<file path="src/include/axis_wrap_params.svh">
`ifndef AXIS_WRAP_PARAMS_SVH
`define AXIS_WRAP_PARAMS_SVH

// register byte addresses
`define OFF_REPEAT_DISTANCE 8'h00
`define OFF_WRAP_OPTION 8'h04
`define OFF_REV_LIMIT_SEL 8'h08
`define OFF_REV_JOG_SEL 8'h0C
`define OFF_SPEED 8'h10
`define OFF_ACCEL 8'h14
`define OFF_CMD_VALUE 8'h18
`define OFF_COMMAND 8'h1C
`define OFF_DEMANDED_POS 8'h20
`define OFF_MEASURED_POS 8'h24
`define OFF_DISTANCE_TO_GO 8'h28
`define OFF_AXIS_STATE 8'h2C

// reset values
`define REPEAT_DISTANCE_AXIS0 32'h8000_0000
`define REPEAT_DISTANCE_OTHER 32'h004C_4B40
`define WRAP_OPT_RESET 2'h0
`define SEL_NONE 8'hFF
`define SPEED_RESET 32'h0000_03E8
`define ACCEL_RESET 32'h0000_000A

// selector codes
`define SEL_LOCAL_MAX 8'h07
`define SEL_PROHIBIT 8'h13

// field positions
`define BIT_POSITIVE_RANGE 0
`define BIT_END_REPEAT 1
`define BIT_REV_LIMIT 5

// command codes written to the command register
`define CMD_REVERSE 3'h1
`define CMD_CANCEL 3'h2
`define CMD_FAST_HALT 3'h3
`define CMD_DEFINE_POS 3'h4
`define CMD_OFFSET_POS 3'h5
`define CMD_ABS_MOVE 3'h6
`define CMD_MODIFY_END 3'h7

// bus responses
`define RESP_OKAY 2'h0
`define RESP_SLVERR 2'h2

`endif

</file>
<file path="src/include/axis_wrap_pkg.sv">
package axis_wrap_pkg;

    typedef logic signed [33:0] pos_type;

    typedef enum logic [4:0] {
        ST_IDLE = 5'b00001,
        ST_REV = 5'b00010,
        ST_JOG = 5'b00100,
        ST_MOVE = 5'b01000,
        ST_DECEL = 5'b10000
    } motion_state_type;

    typedef struct packed {
        logic [7:0] local_n;
        logic rev_prohibit_n;
        logic inhibit;
        logic origin_limit;
    } machine_in_type;

endpackage

</file>
<file path="src/rtl/input_sync.sv">
`timescale 1ns/100ps
`default_nettype none

module input_sync #(
    parameter int WIDTH = 1,
    parameter logic [WIDTH-1:0] INIT = '0
) (
    // clock and reset
    input wire logic aclk,
    input wire logic aresetn,
    // levels
    input wire logic [WIDTH-1:0] d,
    output logic [WIDTH-1:0] q
);

    logic [WIDTH-1:0] meta_r;

    // meta_r feeds q only
    always_ff @(posedge aclk)
    begin
        if (!aresetn)
        begin
            meta_r <= INIT;
            q <= INIT;
        end
        else
        begin
            meta_r <= d;
            q <= meta_r;
        end
    end

endmodule

`default_nettype wire

</file>
<file path="src/rtl/axis_wrap_and_reverse_limit.sv">
// Implementation choices: the register addresses and register access over AXI4-Lite.
`include "axis_wrap_params.svh"
`timescale 1ns/100ps
`default_nettype none

module axis_wrap_and_reverse_limit #(
    parameter int AXIS_INDEX = 0
) (
    // clock and reset
    input wire logic aclk,
    input wire logic aresetn,
    // axi4-lite write
    input wire logic [7:0] s_axi_awaddr,
    input wire logic s_axi_awvalid,
    output logic s_axi_awready,
    input wire logic [31:0] s_axi_wdata,
    input wire logic [3:0] s_axi_wstrb,
    input wire logic s_axi_wvalid,
    output logic s_axi_wready,
    output logic [1:0] s_axi_bresp,
    output logic s_axi_bvalid,
    input wire logic s_axi_bready,
    // axi4-lite read
    input wire logic [7:0] s_axi_araddr,
    input wire logic s_axi_arvalid,
    output logic s_axi_arready,
    output logic [31:0] s_axi_rdata,
    output logic [1:0] s_axi_rresp,
    output logic s_axi_rvalid,
    input wire logic s_axi_rready,
    // machine and servo driver
    input wire axis_wrap_pkg::machine_in_type machine_in,
    input wire logic signed [15:0] enc_delta,
    input wire logic repeat_ended,
    output logic signed [31:0] speed_demand,
    output logic end_repeat_req
);
    import axis_wrap_pkg::*;

    localparam logic [31:0] REPEAT_DISTANCE_RESET =
        (AXIS_INDEX == 0) ? `REPEAT_DISTANCE_AXIS0 : `REPEAT_DISTANCE_OTHER;

    function automatic logic [31:0] merge(input logic [31:0] old, input logic [31:0] nw,
                                          input logic [3:0] strb);
        logic [31:0] m;
        m = {{8{strb[3]}}, {8{strb[2]}}, {8{strb[1]}}, {8{strb[0]}}};
        merge = (old & ~m) | (nw & m);
    endfunction

    // one span step suffices for any end point within one span of the range
    function automatic pos_type wrap_into(input pos_type x, input pos_type lo,
                                          input pos_type hi, input pos_type span,
                                          input logic positive);
        logic over;
        over = positive ? (x >= hi) : (x > hi);
        if (over)
            wrap_into = x - span;
        else if (x < lo)
            wrap_into = x + span;
        else
            wrap_into = x;
    endfunction

    // registers
    logic [31:0] repeat_distance_r;
    logic [1:0] wrap_opt_r;
    logic [7:0] lim_sel_r;
    logic [7:0] jog_sel_r;
    logic [31:0] speed_r;
    logic [31:0] accel_r;
    logic [31:0] cmd_val_r;
    logic flag_rev_limit_r;
    pos_type dem_r;
    pos_type meas_r;
    pos_type target_r;
    pos_type vel_r;
    motion_state_type state_r;
    logic awready_r;
    logic wready_r;
    logic bvalid_r;
    logic [1:0] bresp_r;
    logic arready_r;
    logic rvalid_r;
    logic [1:0] rresp_r;
    logic [31:0] rdata_r;
    machine_in_type in_s;

    input_sync #(
        .WIDTH(11),
        .INIT(11'h7FC)
    ) u_sync (
        .aclk(aclk),
        .aresetn(aresetn),
        .d(machine_in),
        .q(in_s)
    );

    // bus decode
    wire wr_en = s_axi_awvalid & awready_r & s_axi_wvalid & wready_r;
    wire rd_en = s_axi_arvalid & arready_r;
    wire [7:0] wa = s_axi_awaddr;
    wire [7:0] ra = s_axi_araddr;
    wire wr_rep = wr_en & (wa == `OFF_REPEAT_DISTANCE);
    wire wr_opt = wr_en & (wa == `OFF_WRAP_OPTION);
    wire wr_lim = wr_en & (wa == `OFF_REV_LIMIT_SEL);
    wire wr_jog = wr_en & (wa == `OFF_REV_JOG_SEL);
    wire wr_spd = wr_en & (wa == `OFF_SPEED);
    wire wr_acc = wr_en & (wa == `OFF_ACCEL);
    wire wr_val = wr_en & (wa == `OFF_CMD_VALUE);
    wire wr_cmd = wr_en & (wa == `OFF_COMMAND);
    wire wr_sts = wr_en & (wa == `OFF_AXIS_STATE);
    wire wa_ro = (wa == `OFF_DEMANDED_POS) | (wa == `OFF_MEASURED_POS) |
                 (wa == `OFF_DISTANCE_TO_GO);
    wire wa_ok = wr_rep | wr_opt | wr_lim | wr_jog | wr_spd | wr_acc | wr_val | wr_cmd |
                 wr_sts | wa_ro;
    wire [31:0] wd = s_axi_wdata;
    wire [31:0] rep_w = merge(repeat_distance_r, wd, s_axi_wstrb);
    // top bit held clear so the profile never sees a negative rate
    wire [31:0] spd_w = merge(speed_r, wd, s_axi_wstrb);
    wire [31:0] acc_w = merge(accel_r, wd, s_axi_wstrb);
    wire [2:0] code = wd[2:0];
    wire cmd_rev = wr_cmd & (code == `CMD_REVERSE);
    wire cmd_stop = wr_cmd & ((code == `CMD_CANCEL) | (code == `CMD_FAST_HALT));
    wire cmd_def = wr_cmd & (code == `CMD_DEFINE_POS);
    wire cmd_off = wr_cmd & (code == `CMD_OFFSET_POS);
    wire cmd_abs = wr_cmd & (code == `CMD_ABS_MOVE);
    wire cmd_mod = wr_cmd & (code == `CMD_MODIFY_END);

    // selectors accept only legal codes; anything else leaves the old value
    wire lim_legal = (wd[7:0] <= `SEL_LOCAL_MAX) | (wd[7:0] == `SEL_PROHIBIT) |
                     (wd[7:0] == `SEL_NONE);
    wire jog_legal = (wd[7:0] <= `SEL_LOCAL_MAX) | (wd[7:0] == `SEL_NONE);

    // input selection, both active low
    wire lim_active = (lim_sel_r <= `SEL_LOCAL_MAX) ? ~in_s.local_n[lim_sel_r[2:0]] :
                      (lim_sel_r == `SEL_PROHIBIT) ? ~in_s.rev_prohibit_n : 1'b0;
    wire jog_active = (jog_sel_r <= `SEL_LOCAL_MAX) ? ~in_s.local_n[jog_sel_r[2:0]] :
                      1'b0;
    wire hard_stop = in_s.inhibit | in_s.origin_limit;

    // range arithmetic
    wire positive = wrap_opt_r[`BIT_POSITIVE_RANGE];
    wire pos_type hi = pos_type'({2'b00, repeat_distance_r});
    wire pos_type lo = positive ? pos_type'(0) : -hi;
    wire pos_type span = positive ? hi : (hi <<< 1);
    wire pos_type val = pos_type'(signed'(cmd_val_r));
    wire pos_type spd = pos_type'({2'b00, speed_r});
    wire pos_type acc = pos_type'({2'b00, accel_r});

    // motion profile
    wire pos_type proj = dem_r + vel_r;
    wire pos_type dtg = target_r - proj;
    wire pos_type vel_dn = vel_r - acc;
    wire pos_type vel_rev = (vel_dn < -spd) ? -spd : vel_dn;
    wire pos_type vel_dec = (vel_r > acc) ? vel_r - acc :
                            (vel_r < -acc) ? vel_r + acc : pos_type'(0);
    wire pos_type step = (dtg > spd) ? spd : (dtg < -spd) ? -spd : dtg;
    wire pos_type end_pos = wrap_into(val, lo, hi, span, positive);

    motion_state_type state_nxt;
    pos_type vel_nxt;
    always_comb
    begin
        state_nxt = state_r;
        vel_nxt = vel_r;
        case (state_r)
            ST_IDLE:
            begin
                vel_nxt = '0;
                if (cmd_rev & ~lim_active & ~hard_stop)
                    state_nxt = ST_REV;
                else if (cmd_abs)
                    state_nxt = ST_MOVE;
                else if (jog_active & ~lim_active & ~hard_stop)
                    state_nxt = ST_JOG;
            end
            ST_REV, ST_JOG:
            begin
                vel_nxt = vel_rev;
                if (lim_active | hard_stop)
                begin
                    vel_nxt = '0;
                    state_nxt = ST_IDLE;
                end
                else if (cmd_stop | ((state_r == ST_JOG) & ~jog_active))
                begin
                    vel_nxt = vel_dec;
                    state_nxt = ST_DECEL;
                end
            end
            ST_MOVE:
            begin
                vel_nxt = step;
                if (cmd_stop)
                begin
                    vel_nxt = vel_dec;
                    state_nxt = ST_DECEL;
                end
                else if (dtg == 0)
                    state_nxt = ST_IDLE;
            end
            ST_DECEL:
            begin
                vel_nxt = vel_dec;
                if (vel_dec == 0)
                    state_nxt = ST_IDLE;
            end
            default:
            begin
                vel_nxt = '0;
                state_nxt = ST_IDLE;
            end
        endcase
        // backward motion never survives an active reverse limit
        if (lim_active & (vel_nxt < 0))
        begin
            vel_nxt = '0;
            state_nxt = ST_IDLE;
        end
    end

    // position update and wrap; the shift is common to all, so the move is unaffected
    wire pos_type meas_a = meas_r + pos_type'(enc_delta);
    wire meas_over = positive ? (meas_a >= hi) : (meas_a > hi);
    wire pos_type adj = meas_over ? -span : (meas_a < lo) ? span : pos_type'(0);
    wire pos_type def_pos = end_pos;
    wire pos_type off_dem = wrap_into(proj + val, lo, hi, span, positive);
    wire pos_type off_meas = wrap_into(meas_a + val, lo, hi, span, positive);
    wire pos_type dem_nxt = cmd_def ? def_pos : cmd_off ? off_dem : proj + adj;
    wire pos_type meas_nxt = cmd_def ? def_pos : cmd_off ? off_meas : meas_a + adj;
    wire new_end = cmd_abs | (cmd_mod & (state_r == ST_MOVE));
    wire pos_type target_nxt = new_end ? end_pos : target_r + adj;

    // remaining distance is only meaningful inside a finite move
    wire pos_type distance_to_go = (state_r == ST_MOVE) ? target_r - dem_r : pos_type'(0);

    wire [31:0] state_word = {26'h0, flag_rev_limit_r, 5'h0};
    wire [31:0] rd_word =
        (ra == `OFF_REPEAT_DISTANCE) ? repeat_distance_r :
        (ra == `OFF_WRAP_OPTION) ? {30'h0, wrap_opt_r} :
        (ra == `OFF_REV_LIMIT_SEL) ? {{24{lim_sel_r[7]}}, lim_sel_r} :
        (ra == `OFF_REV_JOG_SEL) ? {{24{jog_sel_r[7]}}, jog_sel_r} :
        (ra == `OFF_SPEED) ? speed_r :
        (ra == `OFF_ACCEL) ? accel_r :
        (ra == `OFF_CMD_VALUE) ? cmd_val_r :
        (ra == `OFF_DEMANDED_POS) ? dem_r[31:0] :
        (ra == `OFF_MEASURED_POS) ? meas_r[31:0] :
        (ra == `OFF_DISTANCE_TO_GO) ? distance_to_go[31:0] :
        (ra == `OFF_AXIS_STATE) ? state_word : 32'h0000_0000;
    wire ra_ok = (ra <= `OFF_AXIS_STATE) & (ra[1:0] == 2'h0);

    // bus handshakes: one write and one read at a time
    always_ff @(posedge aclk)
    begin
        if (!aresetn)
        begin
            awready_r <= 1'b0;
            wready_r <= 1'b0;
            bvalid_r <= 1'b0;
            bresp_r <= `RESP_OKAY;
            arready_r <= 1'b0;
            rvalid_r <= 1'b0;
            rresp_r <= `RESP_OKAY;
            rdata_r <= 32'h0000_0000;
        end
        else
        begin
            awready_r <= s_axi_awvalid & s_axi_wvalid & ~awready_r & ~bvalid_r;
            wready_r <= s_axi_awvalid & s_axi_wvalid & ~awready_r & ~bvalid_r;
            if (wr_en)
            begin
                bvalid_r <= 1'b1;
                bresp_r <= wa_ok ? `RESP_OKAY : `RESP_SLVERR;
            end
            else if (s_axi_bready)
                bvalid_r <= 1'b0;
            arready_r <= s_axi_arvalid & ~arready_r & ~rvalid_r;
            if (rd_en)
            begin
                rvalid_r <= 1'b1;
                rdata_r <= rd_word;
                rresp_r <= ra_ok ? `RESP_OKAY : `RESP_SLVERR;
            end
            else if (s_axi_rready)
                rvalid_r <= 1'b0;
        end
    end

    // settings
    always_ff @(posedge aclk)
    begin
        if (!aresetn)
        begin
            repeat_distance_r <= REPEAT_DISTANCE_RESET;
            lim_sel_r <= `SEL_NONE;
            jog_sel_r <= `SEL_NONE;
            speed_r <= `SPEED_RESET;
            accel_r <= `ACCEL_RESET;
            cmd_val_r <= 32'h0000_0000;
        end
        else
        begin
            // a zero repeat distance would collapse the range
            if (wr_rep & (rep_w != 32'h0000_0000))
                repeat_distance_r <= rep_w;
            if (wr_lim & s_axi_wstrb[0] & lim_legal)
                lim_sel_r <= wd[7:0];
            if (wr_jog & s_axi_wstrb[0] & jog_legal)
                jog_sel_r <= wd[7:0];
            if (wr_spd)
                speed_r <= {1'b0, spd_w[30:0]};
            if (wr_acc)
                accel_r <= {1'b0, acc_w[30:0]};
            if (wr_val)
                cmd_val_r <= merge(cmd_val_r, wd, s_axi_wstrb);
        end
    end

    // flags: hardware set and host set both win over a same-cycle clear
    always_ff @(posedge aclk)
    begin
        if (!aresetn)
        begin
            wrap_opt_r <= `WRAP_OPT_RESET;
            flag_rev_limit_r <= 1'b0;
        end
        else
        begin
            if (wr_opt & s_axi_wstrb[0])
                wrap_opt_r <= wd[1:0];
            else if (repeat_ended)
                wrap_opt_r[`BIT_END_REPEAT] <= 1'b0;
            if (lim_active)
                flag_rev_limit_r <= 1'b1;
            else if (wr_sts & s_axi_wstrb[0] & wd[`BIT_REV_LIMIT])
                flag_rev_limit_r <= 1'b0;
        end
    end

    // motion state
    always_ff @(posedge aclk)
    begin
        if (!aresetn)
        begin
            state_r <= ST_IDLE;
            vel_r <= '0;
            dem_r <= '0;
            meas_r <= '0;
            target_r <= '0;
        end
        else
        begin
            state_r <= state_nxt;
            vel_r <= vel_nxt;
            dem_r <= dem_nxt;
            meas_r <= meas_nxt;
            target_r <= target_nxt;
        end
    end

    assign s_axi_awready = awready_r;
    assign s_axi_wready = wready_r;
    assign s_axi_bvalid = bvalid_r;
    assign s_axi_bresp = bresp_r;
    assign s_axi_arready = arready_r;
    assign s_axi_rvalid = rvalid_r;
    assign s_axi_rresp = rresp_r;
    assign s_axi_rdata = rdata_r;
    assign speed_demand = vel_r[31:0];
    assign end_repeat_req = wrap_opt_r[`BIT_END_REPEAT];

endmodule

`default_nettype wire

</file>
<file path="config.mk">
export PLATFORM = sky130hd
export DESIGN_NAME = axis_wrap_and_reverse_limit
export DESIGN_NICKNAME = d
export VERILOG_FILES = /design/src/include/axis_wrap_pkg.sv /design/src/rtl/input_sync.sv /design/src/rtl/axis_wrap_and_reverse_limit.sv
export VERILOG_INCLUDE_DIRS = /design/src /design/src/include
export SDC_FILE = /design/constraint.sdc
export NUM_CORES = 2
export LEC_CHECK = 0
export BUFFER_PORTS_ARGS = -buffer_cell sky130_fd_sc_hd__buf_2
export CORE_ASPECT_RATIO = 1.5
export CORE_UTILIZATION = 30
export DETAILED_ROUTE_END_ITERATION = 10
export SLEW_MARGIN = 5
export SYNTH_ARGS = -nofsm -noshare
export SYNTH_HDL_FRONTEND = slang
export SYNTH_HIERARCHICAL = 1
export SYNTH_SLANG_ARGS = --single-unit
</file>
<file path="constraint.sdc">
create_clock -name aclk -period 14.62 [get_ports aclk]
set_input_delay 0.731 -clock aclk [delete_from_list [all_inputs] [get_ports aclk]]
set_output_delay 0.731 -clock aclk [all_outputs]
set_load 0.05 [all_outputs]
</file>
==> summary.md <==
| Metric | Value |
|---|---|
| Adder-cell area share of the yosys netlist | `0.2137` |
| Hold Worst Slack | `0.2550 ns` |
| Synth Warn # | `6` |
| Reg2Reg Depth | `43` |
| Crit Path Category | `register to register` |
| Die Area | `190800 sq um` |
| Share of cells above drive strength 1 | `0.07272` |
| RSZ-0062 raised after global routing | `no` |
| Slew @ Worst Pin | `1.398 ns` |
| VDD IR max | `148.4 uV` |
| # IOs | `161` |
| Crit-path max FO | `10` |
| Core box area | `187900 sq um` |
| Clk buf depth | `3` |
| Complex-gate fraction of the synthesized area | `0.3112` |
| Final setup vio count | `0` |
| # H-tree levels | `2` |
| Slowest stage delay, CP | `1.02 ns` |
| CP arrival | `12.91 ns` |
| WL/cell | `30.18 um` |
| Die Height | `534.5 um` |
| Design area | `62010 sq um` |
| Row count | `195` |
| Post-synth EDFFs | `0` |
| IO Port Bufs | `158` |
| Hold WC Path Type | `input port to register` |
| Maxcap violations | `0` |
| Post-Syn Instances | `7832` |
| Worst Skew | `0.04868 ns` |
| Sw Share | `0.5590` |
| Bufs and invs on worst path | `1` |
| Hold depth | `2` |
| DP Worst Slack | `2.087 ns` |
| GR Overflow Total | `0` |
| Leak | `28.06 nW` |
| Total routed wirelength | `312400 um` |
| Dominant synthesized flop cell | `dfxtp_1` |
| Via Count | `64370` |
| CP endpoint kind | `register` |
| Crit path launch type | `register` |
| Largest net degree at the start of global routing | `61` |
| Fin crit period | `12.35 ns` |
| Sink Count | `346` |
| Final Cycle Share | `0.8448` |
| CTS tree | `yes` |
| Crit-path slowest cell | `a2111oi_0` |
| Final setup TNS | `0 ns` |
| Max Clock Freq | `0.08096 GHz` |
| Mapped Area | `56700 sq um` |
| Post-synthesis mux area share | `0.01465` |
| Register area share after synthesis | `0.1222` |
| Largest family of logic cells by synthesized area | `compound AO/OA/AOI/OAI gates` |
| # resized after CTS | `0` |
| Net Switching | `0.004906 W` |
| Final hold vios | `0` |
| First-pass GRT wire length | `436300 um` |
| Critical path depth in cells | `43` |
| Initial core utilization | `0.3018` |
| # DRC | `0` |
| Placed inst area | `60490 sq um` |
| Die Wd | `357.0 um` |
| FFs w/ async S/R, synth | `0` |
| # placed instances | `10260` |
| Crit-path leading delay family | `compound AO/OA/AOI/OAI gates` |
| Worst path most repeated cell | `o21ai_0` |
| Gr usage total | `0.3143` |
| Hold Buf Count CTS | `0` |
| Clk pwr share | `0.139` |
| Reg clk slew, reported paths | `0.07 ns` |
| Internal power | `0.003871 W` |
| Sequential fraction of design power | `0.129` |
| Remaining antenna violation count after routing | `0` |
| Placer congestion estimate | `1.062` |
| Register bit total from synthesis | `346` |
| Setup Buffers After CTS | `0` |
| Initial DRC Count | `6833` |
| Num CTS Buffers | `44` |
| Area growth, synth to finish | `9.356%` |
| Nets | `8888` |
| Pins Over Slew Limit | `0` |
| Status | `completed` |
| Non-filler cells, final | `10350` |
| Max_slew headroom | `0.05811` |
| Later-pin clock latency in the skew report | `0.68 ns` |
| Clock root cell | `clkbuf_16` |
| Setup WS post-layout | `2.269 ns` |
| Post-synthesis simple-gate area fraction | `0.2127` |
| Pwr dens | `141.5 nW/um^2` |
| Drt first pass iters | `6` |
| Initial antenna violation count | `24` |
| Post-Syn Area per Cell | `7.240 sq um` |
| Comb power frac | `0.732` |
| Drt via density | `6.219` |
| Detail Placement HPWL | `256600 um` |
| Vias in the first global route | `62850` |
| Unique masters post-synth | `114` |
| Post-synthesis xor/xnor area fraction | `0.06481` |
| CP required | `15.18 ns` |
## power groups by stage
| stage | registers [W] | logic [W] | clock network (W) |
|---|---|---|---|
| CTS | 0.00112 | 0.00622 | 0.00123 |
| floorplan | 0.00106 | 0.00408 | 0 |
| global route | 0.00113 | 0.00686 | 0.00126 |
| global placement | 0.00114 | 0.00616 | 0 |
| detailed placement | 0.00114 | 0.00619 | 0 |
| finish | 0.00113 | 0.00642 | 0.00122 |
## cells in the final DEF (no fill, tap or decap), types with 58 or more instances in the layout
cell | netlist | layout
a211oi_1 | 76 | 76
a21o_1 | 253 | 252
a31oi_1 | 86 | 84
nor4_1 | 70 | 67
buf_4 | 48 | 181
and3_1 | 71 | 71
o22ai_1 | 103 | 103
xnor2_1 | 315 | 315
dfxtp_1 | 346 | 345
mux2i_1 | 65 | 65
a21oi_1 | 814 | 810
ha_1 | 938 | 938
nand4_1 | 114 | 114
nand3_1 | 251 | 251
nand2b_1 | 133 | 133
nor2b_1 | 115 | 115
o31ai_1 | 59 | 58
inv_1 | 477 | 476
buf_2 | 22 | 157
nand2_1 | 572 | 571
a221oi_1 | 86 | 85
xor2_1 | 97 | 97
o21a_1 | 115 | 115
nor3_1 | 220 | 216
o21ai_0 | 476 | 476
nor2_1 | 663 | 653
o211ai_1 | 84 | 84
or3_1 | 71 | 71
o21bai_1 | 87 | 86
## layout make-up
class | instances | area, sq um
clock inverters | 29 | 329.1
flip-flops and latches | 346 | 6928
inverters | 480 | 1807
repair buffers | 339 | 2165
multi-input cells | 6635 | 46510
diodes | 8 | 20.02
clock buffers | 51 | 1167
well taps | 2462 | 3080
fillers | 20290 | 125900
## per-layer routing
layer	global-route usage	part of all wire	vias to the layer above
li1	-	-	29030
met1	0.3400	0.36	31060
met2	0.5383	0.47	3254
met3	0.03898	0.070	1003
met4	0.2747	0.11	24
met5	0	0.00048	-
## metrics by stage
step                      power, W  utilization
after floorplan           0.005139            -
after global placement    0.007307       0.3219
after detailed placement  0.007336       0.3220
after CTS                 0.008576       0.3300
after global routing      0.009242       0.3300
final                     0.008776       0.3301
## synthesized netlist by cell type (all sizes together), types with 19 or more instances
library cell	n	area share
buf	92	0.010
a31oi	87	0.0099
o31ai	61	0.0083
ha	938	0.21
o211ai	85	0.011
and2	59	0.0065
nand4	114	0.013
nand2	572	0.038
a211o	29	0.0045
and3	71	0.0078
a21boi	33	0.0044
nor3	226	0.020
o21a	115	0.015
nor2b	115	0.013
mux2i	65	0.011
a22oi	33	0.0044
nor4	71	0.0079
inv	477	0.032
nand3	252	0.022
nand2b	134	0.015
o41ai	20	0.0032
or4	21	0.0028
a21oi	816	0.072
a221oi	87	0.014
a2111oi	22	0.0037
o21ai	494	0.044
clkbuf	278	0.018
o22ai	105	0.012
xnor2	315	0.049
o2111ai	19	0.0029
or2	34	0.0038
or3	72	0.0080
o21bai	87	0.012
o221ai	31	0.0050
a211oi	79	0.011
dfxtp	346	0.12
a221o	36	0.0064
nor2	664	0.044
a21o	253	0.033
xor2	99	0.016
a22o	19	0.0029
## logic make-up (layout without fill, tap and decap cells)
| kind of cell | after synthesis | after routing |
|---|---|---|
| simple gates | 2479 | 2479 |
| compound gates | 2703 | 2703 |
| mux | 77 | 77 |
| fa+ha+maj | 959 | 959 |
| flops | 346 | 346 |
| buf+inv | 852 | 899 |
| xor+xnor | 415 | 415 |
| other cells | 1 | 10 |
## path summary, 6_finish.rpt
path,start,endpoint,slack (ns)
worst min-delay path,machine_in[6],u_sync/meta_r[6]$_SDFF_PN1_,0.25
worst max register to register,meas_r[1]$_SDFF_PN0_,meas_r[32]$_SDFF_PN0_,2.27
worst min register to register,u_sync/meta_r[10]$_SDFF_PN1_,u_sync/q[10]$_SDFF_PN1_,0.41
worst max-delay path,meas_r[1]$_SDFF_PN0_,meas_r[32]$_SDFF_PN0_,2.27
(Power assumes the default switching activity.)
